## src/include/bsio_pkg.sv

```systemverilog
// Constants and types shared by the beam switching I/O stage.
// Function
// Cascade trigger input and output stay inactive unless cascading is on.
// Executing teach height on a pin sets its function to area output.
// Each output has a polarity bit; inverted complements the output level.
// Results update only after beams stay identical for filter-depth cycles.
// Filter depth accepts up to 255; larger entries are rejected.
// Polarity and filter depth are writable from the fieldbus port too.
// Function selector: trigger/teach in, area/warn/trigger/validation out.
// Start and end beam accept up to 1774; larger entries are rejected.
// OR area output is on when any beam in range is interrupted.
// Stability count restarts when the beam pattern changes.
package bsio_pkg;
  localparam int NPIN = 3;
  localparam int BEAM_W = 11;
  localparam int DEPTH_W = 8;
  localparam int DATA_W = 11;
  localparam logic [BEAM_W-1:0] BEAM_MAX = 11'h6EE;
  localparam logic [DATA_W-1:0] DEPTH_MAX = 11'h0FF;
  localparam logic [DEPTH_W-1:0] CNT_SAT = 8'hFF;
  localparam int NBEAM = 1775;

  typedef enum logic [2:0] {
    FN_TRIG_IN = 3'h0,
    FN_TEACH_IN = 3'h1,
    FN_AREA_OUT = 3'h2,
    FN_WARN_OUT = 3'h3,
    FN_TRIG_OUT = 3'h4,
    FN_VALID_OUT = 3'h5
  } bsio_func_t;

  typedef enum logic [2:0] {
    IT_FUNC = 3'h0,
    IT_INV = 3'h1,
    IT_LOGIC = 3'h2,
    IT_START = 3'h3,
    IT_END = 3'h4,
    IT_DEPTH = 3'h5,
    IT_CASC = 3'h6,
    IT_TEACH = 3'h7
  } bsio_item_t;

  localparam logic [2:0] RST_FUNC = 3'h2;
  localparam logic RST_INV = 1'h0;
  localparam logic RST_LOGIC_OR = 1'h1;
  localparam logic [BEAM_W-1:0] RST_START = 11'h001;
  localparam logic [BEAM_W-1:0] RST_END = 11'h001;
  localparam logic [DEPTH_W-1:0] RST_DEPTH = 8'h01;
  localparam logic RST_CASC = 1'h0;
endpackage : bsio_pkg

```

## src/verilog/bsio_pin_stage.sv

```systemverilog
// Output and input stage of one configurable I/O pin.
`timescale 1ns/1ps
module bsio_pin_stage (
  input wire logic clock,
  input wire logic rst_n,
  input wire logic [2:0] func,
  input wire logic invert,
  input wire logic casc_en,
  input wire logic area_res,
  input wire logic warn,
  input wire logic trig_src,
  input wire logic valid,
  input wire logic pin_sync,
  output logic pin_out_q,
  output logic pin_oe_q,
  output logic trig_in_q,
  output logic teach_in_q
);
  import bsio_pkg::*;

  logic src;
  logic drive;

  always_comb begin
    src = 1'b0;
    drive = 1'b0;
    case (func)
      FN_AREA_OUT: begin
        src = area_res;
        drive = 1'b1;
      end
      FN_WARN_OUT: begin
        src = warn;
        drive = 1'b1;
      end
      FN_TRIG_OUT: begin
        src = trig_src;
        drive = casc_en;
      end
      FN_VALID_OUT: begin
        src = valid;
        drive = 1'b1;
      end
      default: begin
        src = 1'b0;
        drive = 1'b0;
      end
    endcase
  end

  // An undriven pin holds a low output so the wire level is defined.
  always_ff @(posedge clock) begin
    if (!rst_n) begin
      pin_out_q <= 1'b0;
      pin_oe_q <= 1'b0;
    end else begin
      pin_out_q <= drive & (src ^ invert);
      pin_oe_q <= drive;
    end
  end

  always_ff @(posedge clock) begin
    if (!rst_n) begin
      trig_in_q <= 1'b0;
      teach_in_q <= 1'b0;
    end else begin
      trig_in_q <= casc_en & (func == FN_TRIG_IN) & pin_sync;
      teach_in_q <= (func == FN_TEACH_IN) & pin_sync;
    end
  end

  a_trig_gated: assert property (
    @(posedge clock) disable iff (!rst_n)
    !casc_en |=> !trig_in_q && !($past(func == FN_TRIG_OUT) && pin_oe_q))
    else $error("trigger pin active while cascading is off");

  a_out_polarity: assert property (
    @(posedge clock) disable iff (!rst_n)
    (func == FN_AREA_OUT) |=> pin_oe_q && (pin_out_q == ($past(area_res)
      ^ $past(invert))))
    else $error("area output level does not follow polarity");
endmodule : bsio_pin_stage

```

## src/verilog/bsio_top.sv

```systemverilog
// Beam switching I/O configuration, filtering and area evaluation.
`timescale 1ns/1ps
module bsio_top (
  input wire logic clock,
  input wire logic rst_n,
  input wire logic panel_wr,
  input wire logic [1:0] panel_pin,
  input wire logic [2:0] panel_item,
  input wire logic [bsio_pkg::DATA_W-1:0] panel_data,
  input wire logic bus_wr,
  input wire logic [1:0] bus_pin,
  input wire logic [2:0] bus_item,
  input wire logic [bsio_pkg::DATA_W-1:0] bus_data,
  input wire logic beam_valid,
  input wire logic [bsio_pkg::BEAM_W-1:0] beam_idx,
  input wire logic beam_blk,
  input wire logic frame_end,
  input wire logic warn,
  input wire logic trig_src,
  input wire logic [bsio_pkg::NPIN-1:0] pin_in,
  output logic [bsio_pkg::NPIN-1:0] pin_out_q,
  output logic [bsio_pkg::NPIN-1:0] pin_oe_q,
  output logic [bsio_pkg::NPIN-1:0] trig_in_q,
  output logic [bsio_pkg::NPIN-1:0] teach_in_q,
  output logic cfg_reject_q,
  output logic cfg_ack_q,
  output logic casc_en_q,
  output logic [bsio_pkg::DEPTH_W-1:0] stable_cnt_q,
  output logic [bsio_pkg::NPIN-1:0] area_res_q,
  output logic valid_q
);
  import bsio_pkg::*;

  function automatic logic in_range(input logic [BEAM_W-1:0] idx,
                                    input logic [BEAM_W-1:0] a,
                                    input logic [BEAM_W-1:0] b);
    logic [BEAM_W-1:0] lo;
    logic [BEAM_W-1:0] hi;
    lo = (a < b) ? a : b;
    hi = (a < b) ? b : a;
    return (idx >= lo) && (idx <= hi);
  endfunction : in_range

  logic [NPIN-1:0][2:0] func_q;
  logic [NPIN-1:0] inv_q;
  logic [NPIN-1:0] or_logic_q;
  logic [NPIN-1:0][BEAM_W-1:0] start_q;
  logic [NPIN-1:0][BEAM_W-1:0] end_q;
  logic [DEPTH_W-1:0] depth_q;
  logic [NPIN-1:0] sync1_q;
  logic [NPIN-1:0] sync2_q;
  logic prev_mem [0:NBEAM-1];
  logic diff_q;
  logic [NPIN-1:0] any_q;
  logic [NPIN-1:0] all_q;
  logic [NPIN-1:0] seen_q;

  // Panel entries win over a fieldbus entry in the same cycle.
  logic wr;
  logic [1:0] wpin;
  logic [2:0] witem;
  logic [DATA_W-1:0] wdata;
  logic wok;
  logic wpin_ok;

  always_comb begin
    wr = panel_wr | bus_wr;
    wpin = panel_wr ? panel_pin : bus_pin;
    witem = panel_wr ? panel_item : bus_item;
    wdata = panel_wr ? panel_data : bus_data;
    wpin_ok = (wpin < 2'(NPIN));
    wok = 1'b1;
    case (witem)
      IT_FUNC: wok = wpin_ok && (wdata <= 11'(FN_VALID_OUT));
      IT_START, IT_END: wok = wpin_ok && (wdata <= BEAM_MAX);
      IT_DEPTH: wok = (wdata <= DEPTH_MAX);
      IT_CASC: wok = 1'b1;
      default: wok = wpin_ok;
    endcase
  end

  always_ff @(posedge clock) begin
    if (!rst_n) begin
      cfg_reject_q <= 1'b0;
      cfg_ack_q <= 1'b0;
    end else begin
      cfg_reject_q <= wr & ~wok;
      cfg_ack_q <= wr & wok;
    end
  end

  generate
    for (genvar p = 0; p < NPIN; p++) begin : g_cfg
      logic hit;
      assign hit = wr && wok && (wpin == 2'(p));
      always_ff @(posedge clock) begin
        if (!rst_n) begin
          func_q[p] <= RST_FUNC;
          inv_q[p] <= RST_INV;
          or_logic_q[p] <= RST_LOGIC_OR;
          start_q[p] <= RST_START;
          end_q[p] <= RST_END;
        end else if (hit) begin
          case (witem)
            IT_FUNC: func_q[p] <= wdata[2:0];
            IT_INV: inv_q[p] <= wdata[0];
            IT_LOGIC: or_logic_q[p] <= wdata[0];
            IT_START: start_q[p] <= wdata[BEAM_W-1:0];
            IT_END: end_q[p] <= wdata[BEAM_W-1:0];
            IT_TEACH: func_q[p] <= FN_AREA_OUT;
            default: func_q[p] <= func_q[p];
          endcase
        end
      end
    end
  endgenerate

  always_ff @(posedge clock) begin
    if (!rst_n) begin
      depth_q <= RST_DEPTH;
      casc_en_q <= RST_CASC;
    end else if (wr && wok) begin
      if (witem == IT_DEPTH) begin
        depth_q <= wdata[DEPTH_W-1:0];
      end
      if (witem == IT_CASC) begin
        casc_en_q <= wdata[0];
      end
    end
  end

  always_ff @(posedge clock) begin
    if (!rst_n) begin
      sync1_q <= '0;
      sync2_q <= '0;
    end else begin
      sync1_q <= pin_in;
      sync2_q <= sync1_q;
    end
  end

  // The previous pattern is not reset; the first frame may count as changed.
  logic beat_ok;
  logic diff_now;
  assign beat_ok = beam_valid && (beam_idx <= BEAM_MAX);
  assign diff_now = diff_q | (beat_ok && (beam_blk != prev_mem[beam_idx]));

  always_ff @(posedge clock) begin
    if (beat_ok) begin
      prev_mem[beam_idx] <= beam_blk;
    end
  end

  always_ff @(posedge clock) begin
    if (!rst_n || frame_end) begin
      diff_q <= 1'b0;
    end else begin
      diff_q <= diff_now;
    end
  end

  logic [NPIN-1:0] any_now;
  logic [NPIN-1:0] all_now;
  logic [NPIN-1:0] seen_now;
  logic [DEPTH_W-1:0] cnt_d;
  logic eval;

  always_comb begin
    for (int p = 0; p < NPIN; p++) begin
      if (beat_ok && in_range(beam_idx, start_q[p], end_q[p])) begin
        any_now[p] = any_q[p] | beam_blk;
        all_now[p] = all_q[p] & beam_blk;
        seen_now[p] = 1'b1;
      end else begin
        any_now[p] = any_q[p];
        all_now[p] = all_q[p];
        seen_now[p] = seen_q[p];
      end
    end
    if (diff_now) begin
      cnt_d = 8'h01;
    end else if (stable_cnt_q != CNT_SAT) begin
      cnt_d = stable_cnt_q + 8'h01;
    end else begin
      cnt_d = stable_cnt_q;
    end
    eval = (cnt_d >= depth_q);
  end

  always_ff @(posedge clock) begin
    if (!rst_n || frame_end) begin
      any_q <= '0;
      all_q <= '1;
      seen_q <= '0;
    end else begin
      any_q <= any_now;
      all_q <= all_now;
      seen_q <= seen_now;
    end
  end

  always_ff @(posedge clock) begin
    if (!rst_n) begin
      stable_cnt_q <= '0;
    end else if (frame_end) begin
      stable_cnt_q <= cnt_d;
    end
  end

  always_ff @(posedge clock) begin
    if (!rst_n) begin
      area_res_q <= '0;
      valid_q <= 1'b0;
    end else if (frame_end) begin
      valid_q <= eval;
      for (int p = 0; p < NPIN; p++) begin
        if (eval) begin
          area_res_q[p] <= or_logic_q[p] ? any_now[p]
                                         : (all_now[p] & seen_now[p]);
        end
      end
    end
  end

  generate
    for (genvar p = 0; p < NPIN; p++) begin : g_pin
      bsio_pin_stage u_stage (
        .clock(clock),
        .rst_n(rst_n),
        .func(func_q[p]),
        .invert(inv_q[p]),
        .casc_en(casc_en_q),
        .area_res(area_res_q[p]),
        .warn(warn),
        .trig_src(trig_src),
        .valid(valid_q),
        .pin_sync(sync2_q[p]),
        .pin_out_q(pin_out_q[p]),
        .pin_oe_q(pin_oe_q[p]),
        .trig_in_q(trig_in_q[p]),
        .teach_in_q(teach_in_q[p])
      );
    end
  endgenerate

  a_teach_area: assert property (
    @(posedge clock) disable iff (!rst_n)
    wr && witem == IT_TEACH && wpin == 2'h1 |=> func_q[1] == FN_AREA_OUT)
    else $error("teach height did not select area output");

  a_hold_filter: assert property (
    @(posedge clock) disable iff (!rst_n)
    !$stable(area_res_q) |-> $past(frame_end) && stable_cnt_q >= depth_q)
    else $error("area result changed before filter depth reached");

  a_depth_reject: assert property (
    @(posedge clock) disable iff (!rst_n)
    wr && witem == IT_DEPTH && wdata > DEPTH_MAX
      |=> cfg_reject_q && $stable(depth_q))
    else $error("oversized filter depth was accepted");

  a_bus_invert: assert property (
    @(posedge clock) disable iff (!rst_n)
    bus_wr && !panel_wr && bus_item == IT_INV && bus_pin == 2'h1
      |=> inv_q[1] == $past(bus_data[0]) ##1 ($past(func_q[1]) != FN_AREA_OUT
      || pin_out_q[1] == ($past(area_res_q[1]) ^ $past(inv_q[1]))))
    else $error("fieldbus polarity write not applied");

  a_func_legal: assert property (
    @(posedge clock) disable iff (!rst_n)
    func_q[2] <= FN_VALID_OUT)
    else $error("pin function outside the selector range");

  a_beam_reject: assert property (
    @(posedge clock) disable iff (!rst_n)
    wr && witem == IT_START && wdata > 11'(BEAM_MAX)
      |=> cfg_reject_q && $stable(start_q))
    else $error("oversized start beam was accepted");

  a_or_area: assert property (
    @(posedge clock) disable iff (!rst_n)
    frame_end && eval && or_logic_q[0]
      |=> area_res_q[0] == $past(any_now[0]))
    else $error("OR area result wrong");

  a_cnt_restart: assert property (
    @(posedge clock) disable iff (!rst_n)
    frame_end && diff_now |=> stable_cnt_q == 8'h01)
    else $error("stability count did not restart on change");
endmodule : bsio_top

```

## config.mk

```make
export PLATFORM = sky130hd
export DESIGN_NAME = bsio_top
export DESIGN_NICKNAME = d
export VERILOG_FILES = /design/src/include/bsio_pkg.sv /design/src/verilog/bsio_pin_stage.sv /design/src/verilog/bsio_top.sv
export SDC_FILE = /design/constraint.sdc
export NUM_CORES = 2
export LEC_CHECK = 0
export ABC_AREA = 1
export BUFFER_PORTS_ARGS = -buffer_cell sky130_fd_sc_hd__buf_2
export CAP_MARGIN = 20
export CORE_ASPECT_RATIO = 0.5
export CORE_MARGIN = 1.5
export CORE_UTILIZATION = 39
export DETAILED_ROUTE_END_ITERATION = 8
export PLACE_DENSITY = 0.58
export SYNTH_ARGS = -nofsm -noshare
export SYNTH_HDL_FRONTEND = slang
export SYNTH_SLANG_ARGS = --single-unit
```

## constraint.sdc

```tcl
create_clock -name clock -period 6 [get_ports clock]
set_clock_uncertainty 0.15 [all_clocks]
set_input_delay 1.2 -clock clock [delete_from_list [all_inputs] [get_ports clock]]
set_output_delay 1.2 -clock clock [all_outputs]
set_load 0.005 [all_outputs]
```

# ---- Word-level counts from Yosys, hierarchy flattened
# Memories as Yosys holds them, arrays and structs flattened.
# Cells that the tools add are included.
dict set report classes {
  add_sub_neg 1
  n_lt_le_gt_ge 15
  n_eq_ne 26
  muxes 33
  n_bitwise 29
  reduce_logical 44
}
# op count
set ops {}
lappend ops {{two-way mux 11 bit} 7}
lappend ops {{AND reduction 2 bit} 18}
lappend ops {{>= comparator 11 bit} 3}
lappend ops {{<= comparator 11 bit} 3}
lappend ops {{< comparator 11 bit} 3}
lappend ops {{== test 3 bit (second input constant)} 10}
lappend ops {{== test 3 x 2 -> 1 bit (second input constant)} 8}
lappend ops {{<= comparator 11 bit (second input constant)} 2}
lappend ops {{bitwise AND 1 bit} 20}
lappend ops {{two-way mux 8 bit} 2}
lappend ops {{case mux 1 bit (4 select lines)} 4}
lappend ops {{logical AND 1 bit} 14}
lappend ops {{two-way mux 1 bit} 14}
lappend ops {{== test 3 x 1 -> 1 bit (second input constant)} 4}
lappend ops {{zero test 3 bit} 4}
lappend ops {{<= comparator 11 x 3 -> 1 bit (second input constant)} 1}
lappend ops {{<= comparator 11 x 8 -> 1 bit (second input constant)} 1}
lappend ops {{OR reduction 3 bit} 3}
lappend ops {{adder 8 x 1 -> 8 bit (second input constant)} 1}
lappend ops {{>= comparator 8 bit} 1}
lappend ops {{inequality test 8 bit (second input constant)} 1}
lappend ops {{case mux 1 bit (2 select lines)} 3}
lappend ops {{case mux 3 bit (2 select lines)} 1}
lappend ops {{bitwise OR 1 bit} 5}
lappend ops {{other kinds (13)} 15}
dict set report word_totals {
  reg_bits 132
  mem_bits_rw 1775
  input_bits 55
  output_inout_bits 27
  elab_cells 189
  n_memories 1
}
# memory depth word_bits rd rd_ports_with_merged_regs write_ports line_no
set memory_table {}
lappend memory_table {prev_mem 1775 1 1 0 1 bsio_top.sv:52} ;# logic prev_mem [0:NBEAM-1];

# ---- Depth between registers and ports, before layout
dict set report logic_depth {
  depth_word 8
  ltp_mapped 35
  depth_no_buf 32
}

# ---- Modules after synthesis
# Synthesis repeated with hierarchy kept, for this count alone.
dict set report unflattened {
  hier_cells 10031
  hier_area_um2 88949.1
}
# module n_inst cells_per_inst area_per_inst_um2
set modules_own_cells {}
lappend modules_own_cells {bsio_top 1 9944 88363.5}
lappend modules_own_cells {bsio_pin_stage 3 29 195.2}

# ---- Least setup slack after synthesis
# Ideal clock, no wire load.
dict set report synth_path {
  kind {input-to-reg}
  start {input port beam_idx[0] (netlist bit)}
  end {register area_res_q[1] (netlist bit)}
  setup_time_ns 0.117
  arrival_time_ns 4.168
  slack_ns 1.565
  path_stages 33
  n_path_buf 3
  cell_sequence {buf_2 inv_2 clkbuf_1 clkbuf_1 nand2_1 nand2_1 nand2_1 nand2_1 nand2_1 nand2_1 nor2_1 nand2_1 nand2_1 nand2_1 nor2_1 nand2_1 nand2_1 nand2_1 nor2_1 nand3_1 nand3_2 nand2_2 a21oi_1 ha_1 nand2_1 nor2_1 nand4_1 o2111ai_1 nand2_1 inv_1 nand2_1 nor2_1 nor2_1}
}
dict set report synth_via {
  elab_chain_cells 7
  elab_cells_between_ends 18
  classes_between {4 x order compare; 1 x eq/ne; 5 x mux; 2 x bitwise; 5 x reduce/logical; 1 x memory}
}
# element line_no
set synth_rtl {}
lappend synth_rtl {{start, declared} bsio_top.sv:15} ;# input wire logic [bsio_pkg::BEAM_W-1:0] beam_idx,
lappend synth_rtl {{memory (1775 x 1 bit) or <= comparator 11 bit (tied branches)} n/a}
lappend synth_rtl {{inequality test 1 bit or logical AND 1 bit (tied branches)} {bsio_top.sv:146, bsio_top.sv:145}}
lappend synth_rtl {{logical AND 1 bit *} bsio_top.sv:146} ;# assign diff_now = diff_q | (beat_ok && (beam_blk != prev_mem[beam_idx]));
lappend synth_rtl {{bitwise OR 1 bit *} bsio_top.sv:146}
lappend synth_rtl {{two-way mux 8 bit *} bsio_top.sv:180} ;# if (diff_now) begin
lappend synth_rtl {{via cnt_d[7]} bsio_top.sv:165} ;# logic [DEPTH_W-1:0] cnt_d;
lappend synth_rtl {{>= comparator 8 bit *} bsio_top.sv:187} ;# eval = (cnt_d >= depth_q);
lappend synth_rtl {{AND reduction 2 bit (no line) *} n/a}
lappend synth_rtl {{end signal, assigned by index} bsio_top.sv:218} ;# area_res_q[p] <= or_logic_q[p] ? any_now[p]
lappend synth_rtl {{end, declared} bsio_top.sv:29} ;# output logic [bsio_pkg::NPIN-1:0] area_res_q,
# Mark *: on every way through the listed nets, which the timed path passes. The rest lies on a longest branch.
# A chain may end at the register's enable or synchronous reset.

# ---- Final worst setup path
dict set report layout_path {
  start {input port beam_idx[0] (netlist bit)}
  end {register area_res_q[1] (netlist bit)}
}
dict set report layout_via {
  elab_chain_cells 7
  elab_cells_between_ends 18
  classes_between {4 x order compare; 1 x eq/ne; 5 x mux; 2 x bitwise; 5 x reduce/logical; 1 x memory}
}
# element line_no
set layout_rtl {}
lappend layout_rtl {{memory (1775 x 1 bit) or <= comparator 11 bit (tied branches)} n/a}
lappend layout_rtl {{inequality test 1 bit or logical AND 1 bit (tied branches)} {bsio_top.sv:146, bsio_top.sv:145}}
lappend layout_rtl {{logical AND 1 bit} bsio_top.sv:146}
lappend layout_rtl {{bitwise OR 1 bit} bsio_top.sv:146}
lappend layout_rtl {{two-way mux 8 bit} bsio_top.sv:180}
lappend layout_rtl {{>= comparator 8 bit} bsio_top.sv:187}
lappend layout_rtl {{AND reduction 2 bit (no line)} n/a}
# Parallel ways exist; a longest one is shown, timed or not.

==> results.json <==
{
  "grt.busiest_layer": "met2",
  "synth_ff_type": "edfxtp_1",
  "grt_pass1_wl_microns": 420300,
  "drtIter0Drc": 8937,
  "gp_congestion": 0.8270,
  "fin_crit_ns": 4.879,
  "tns_ns": 0,
  "htree_levels": 4,
  "r2r-end": "area_res_q[2]$_SDFFE_PN0P_",
  "die_h_microns": 341.2,
  "status": "finished, final reports clean",
  "yosys.area.top_type": "edfxtp_1",
  "grt_antenna_before_repair": 9,
  "drc": 0,
  "clk_pin_slew_ns": 0.06,
  "p_seq_share_pct": 51.2,
  "syn-num-nets": 10270,
  "clkPwrFrac_pct": 41.3,
  "netlist_instances": 10100,
  "ys_types": 42,
  "synth_enable_flop_cells": 1775,
  "criticalPathCategory": "primary input to register",
  "comb_power_share_pct": 7.5,
  "synth.top_cells.by_area": "edfxtp_1 (60%), nand2_1 (19%), nor2_1 (8.5%)",
  "power_density_nw_per_um2": 281.6,
  "portBuffers": 81,
  "rows": 123,
  "drv_slew": 0,
  "cts_hold_buf": 0,
  "drt-total-wl_microns": 285400,
  "wl_per_cell_microns": 21.78,
  "ios": 82,
  "yosysWarnings": 0,
  "crit_start": "beam_idx[0]",
  "grt_usage_pct": 23.99,
  "synth_top_area_share_pct": 59.74,
  "synth_seq_cells": 1907,
  "max_cap_violations": 0,
  "synth_most_common_cell": "nand2_1",
  "drive_gt1_share_pct": 7.424,
  "report.final.hold_viol_count": 0,
  "antenna_cells": 0,
  "syn_avg_cell_area_sq_um": 8.831,
  "fin_crit_sh_pct": 81.31,
  "swShare_pct": 23.90,
  "cts_made_buffers": 191,
  "relSlewSlack_pct": 21.59,
  "slowest_delay_ns": 0.29,
  "ctsRootBufferMaster": "clkbuf_16",
  "worstSetupEndpointType": "register",
  "nFillCells": 21740,
  "min-delay-start": "sync1_q[0]$_SDFF_PN0_",
  "path_max_fanout": 15,
  "grt_util_met3_pct": 3.485,
  "clock_latency_ns": 0.86,
  "reg2reg_from": "end_q[23]$_SDFFE_PN0P_",
  "synth_common_cells": "nand2_1 (4466), nor2_1 (2009), edfxtp_1 (1775)",
  "grt_max_degree": 243,
  "coreArea_sq_um": 226100,
  "dieArea_sq_um": 231800,
  "die_x_microns": 679.4,
  "cts_buffer_depth": 4,
  "use_met1_pct": 35.25,
  "worst_setup_path_start_kind": "primary input",
  "crit_top_cell": "nand2_1",
  "rrSetupSlack_ns": 1.31,
  "rsz0062_at_grt": "false",
  "tightestPinTransition_ns": 1.176,
  "dr.pass1.iters": 8,
  "ir_drop_mv": 0.2469,
  "synthToLayoutAreaGrowth_pct": 13.27,
  "synth_area_sq_um": 89220,
  "vias": 69770,
  "intPower_mw": 21.65,
  "fin_nets": 10120,
  "grt_pass1_vias": 64470,
  "switchingPower_mw": 6.802,
  "dp_hpwl_microns": 155000,
  "whs_path_depth": 2,
  "synthArstFlopShare_pct": 0,
  "setup_viol": 0,
  "min_to": "sync2_q[0]$_SDFF_PN0_",
  "hold_class": "register to register",
  "clock-sinks": 1907,
  "cts_resized": 0,
  "grt_overflow": 0,
  "crit_slowest_cell": "nor2_1",
  "hold_ws_ns": 0.2614,
  "critPathRequiredTime_ns": 6.56,
  "r2r_cells": 22,
  "ys_seq_area_share_pct": 62.70,
  "cts_tree": "built",
  "routed_via_density": 5.325,
  "use_met2_pct": 37.47,
  "max_freq_mhz": 205.0,
  "crit_arrival_ns": 5.43,
  "initial_core_util_pct": 39.47,
  "cts_setup_buffers": 0,
  "drtAntennaViolNets": 0,
  "p_leak_nw": 38.68
}
[cells by family after synthesis]
logic type / after synthesis / synth area share, %
flip-flops: 1907 / 62.70
adder cells (fa/ha/maj): 108 / 1.515
multiplexers: 2 / 0.02244
XOR/XNOR: 7 / 0.06872
AND/OR/NAND/NOR: 6870 / 29.69
AO/OA/AOI/OAI: 335 / 1.980
buffers and inverters: 874 / 4.025
[how the worst max path moves through the flow]
stage / depth (start not counted) / slack [ns] / endpoint
floorplan: 33 / 1.56 / area_res_q[1]$_SDFFE_PN0P_
global placement: 34 / 0.38 / area_res_q[1]$_SDFFE_PN0P_
detailed placement: 30 / 0.39 / area_res_q[2]$_SDFFE_PN0P_
CTS: 22 / 1.22 / area_res_q[2]$_SDFFE_PN0P_
global route: 25 / 0.75 / area_res_q[1]$_SDFFE_PN0P_
finish: 36 / 1.12 / area_res_q[1]$_SDFFE_PN0P_
[flip-flops by register name, summed over array words and instances, names as in the netlist]
register	count
all_q	3
g_pin.u_stage.pin_oe_q	3
cfg_ack_q	1
sync2_q	3
valid_q	1
or_logic_q	3
casc_en_q	1
depth_q	8
start_q	33
sync1_q	3
end_q	33
prev_mem	1775
seen_q	3
stable_cnt_q	8
diff_q	1
g_pin.u_stage.pin_out_q	3
g_pin.u_stage.teach_in_q	3
area_res_q	3
func_q	9
inv_q	3
any_q	3
cfg_reject_q	1
g_pin.u_stage.trig_in_q	3
[worst max-delay path: cells and delay by family]
kind | cells | cell delay [ns]
fa+ha+maj | 1 | 0.17
buf+inv | 9 | 1.34
compound gates | 4 | 0.44
simple gates | 22 | 2.26
[through the flow]
stage / setup slack (ns) / power (mW) / cell area, sq um / cells / util [%]
2_1_floorplan: 1.565 / 15.99 / 89220 / 10100 / -
6_report: 1.121 / 28.46 / 101100 / 13100 / 44.70
4_1_cts: 1.225 / 28.55 / 100000 / 13060 / 44.23
5_1_grt: 0.7526 / 29.30 / 101100 / 13100 / 44.70
3_5_place_dp: 0.3944 / 16.95 / 94090 / 12720 / 41.62
3_3_place_gp: 0.3789 / 16.93 / 93950 / 12720 / 41.56
[power by group through the flow]
| stage | Combinational [mW] | Clock, mW | Sequential, mW |
|---|---|---|---|
| 5_1_grt | 2.35 | 12.4 | 14.6 |
| 3_5_place_dp | 2.10 | 0 | 14.8 |
| 2_1_floorplan | 1.15 | 0 | 14.8 |
| 6_report | 2.15 | 11.8 | 14.6 |
| 4_1_cts | 2.11 | 11.9 | 14.6 |
| 3_3_place_gp | 2.09 | 0 | 14.8 |
[placed cells by master, fill, tap and decap left out, types with 3 or more instances in the layout]
cell	synthesis	layout
nor2_4	0	3
nor3_4	3	4
a21o_1	5	5
buf_12	0	93
buf_16	0	41
bufinv_16	0	13
nor2_1	2009	2001
nand2_4	0	32
buf_4	19	182
nor4_1	9	9
edfxtp_1	1775	1775
o21ai_0	105	105
nand3_1	233	233
nand2_1	4466	4434
nor3_2	1	17
clkinv_2	0	35
clkbuf_1	496	35
a21oi_1	195	195
buf_2	191	78
nor2_2	1	6
ha_1	108	108
clkinvlp_4	0	4
inv_6	0	5
clkbuf_16	0	195
clkinv_1	2	46
inv_8	0	3
nor3_1	29	12
inv_1	120	119
o211ai_1	3	3
or2_2	8	8
buf_8	0	8
a311oi_1	3	3
dfxtp_1	132	132
o2111ai_1	4	3
xnor2_1	5	5
nand4_1	106	106
a31oi_1	6	6
inv_2	9	7
[cell type report]
cell class | count | area (sq um) | area share (%)
clock inverters | 106 | 858.3 | 0.8493
multi-input cells | 7322 | 30080 | 29.76
well taps | 3000 | 3754 | 3.714
clock buffers | 234 | 5051 | 4.998
flip-flops and latches | 1907 | 55940 | 55.35
repair buffers | 402 | 4867 | 4.816
inverters | 131 | 516.7 | 0.5113
[layer usage]
layer	wire (microns)	part of all wire [%]
met4	6962	2.4
met1	125200	44
met5	0	0
met2	126200	44
met3	27120	9.5
No activity file was read; power rests on OpenSTA's default activity.
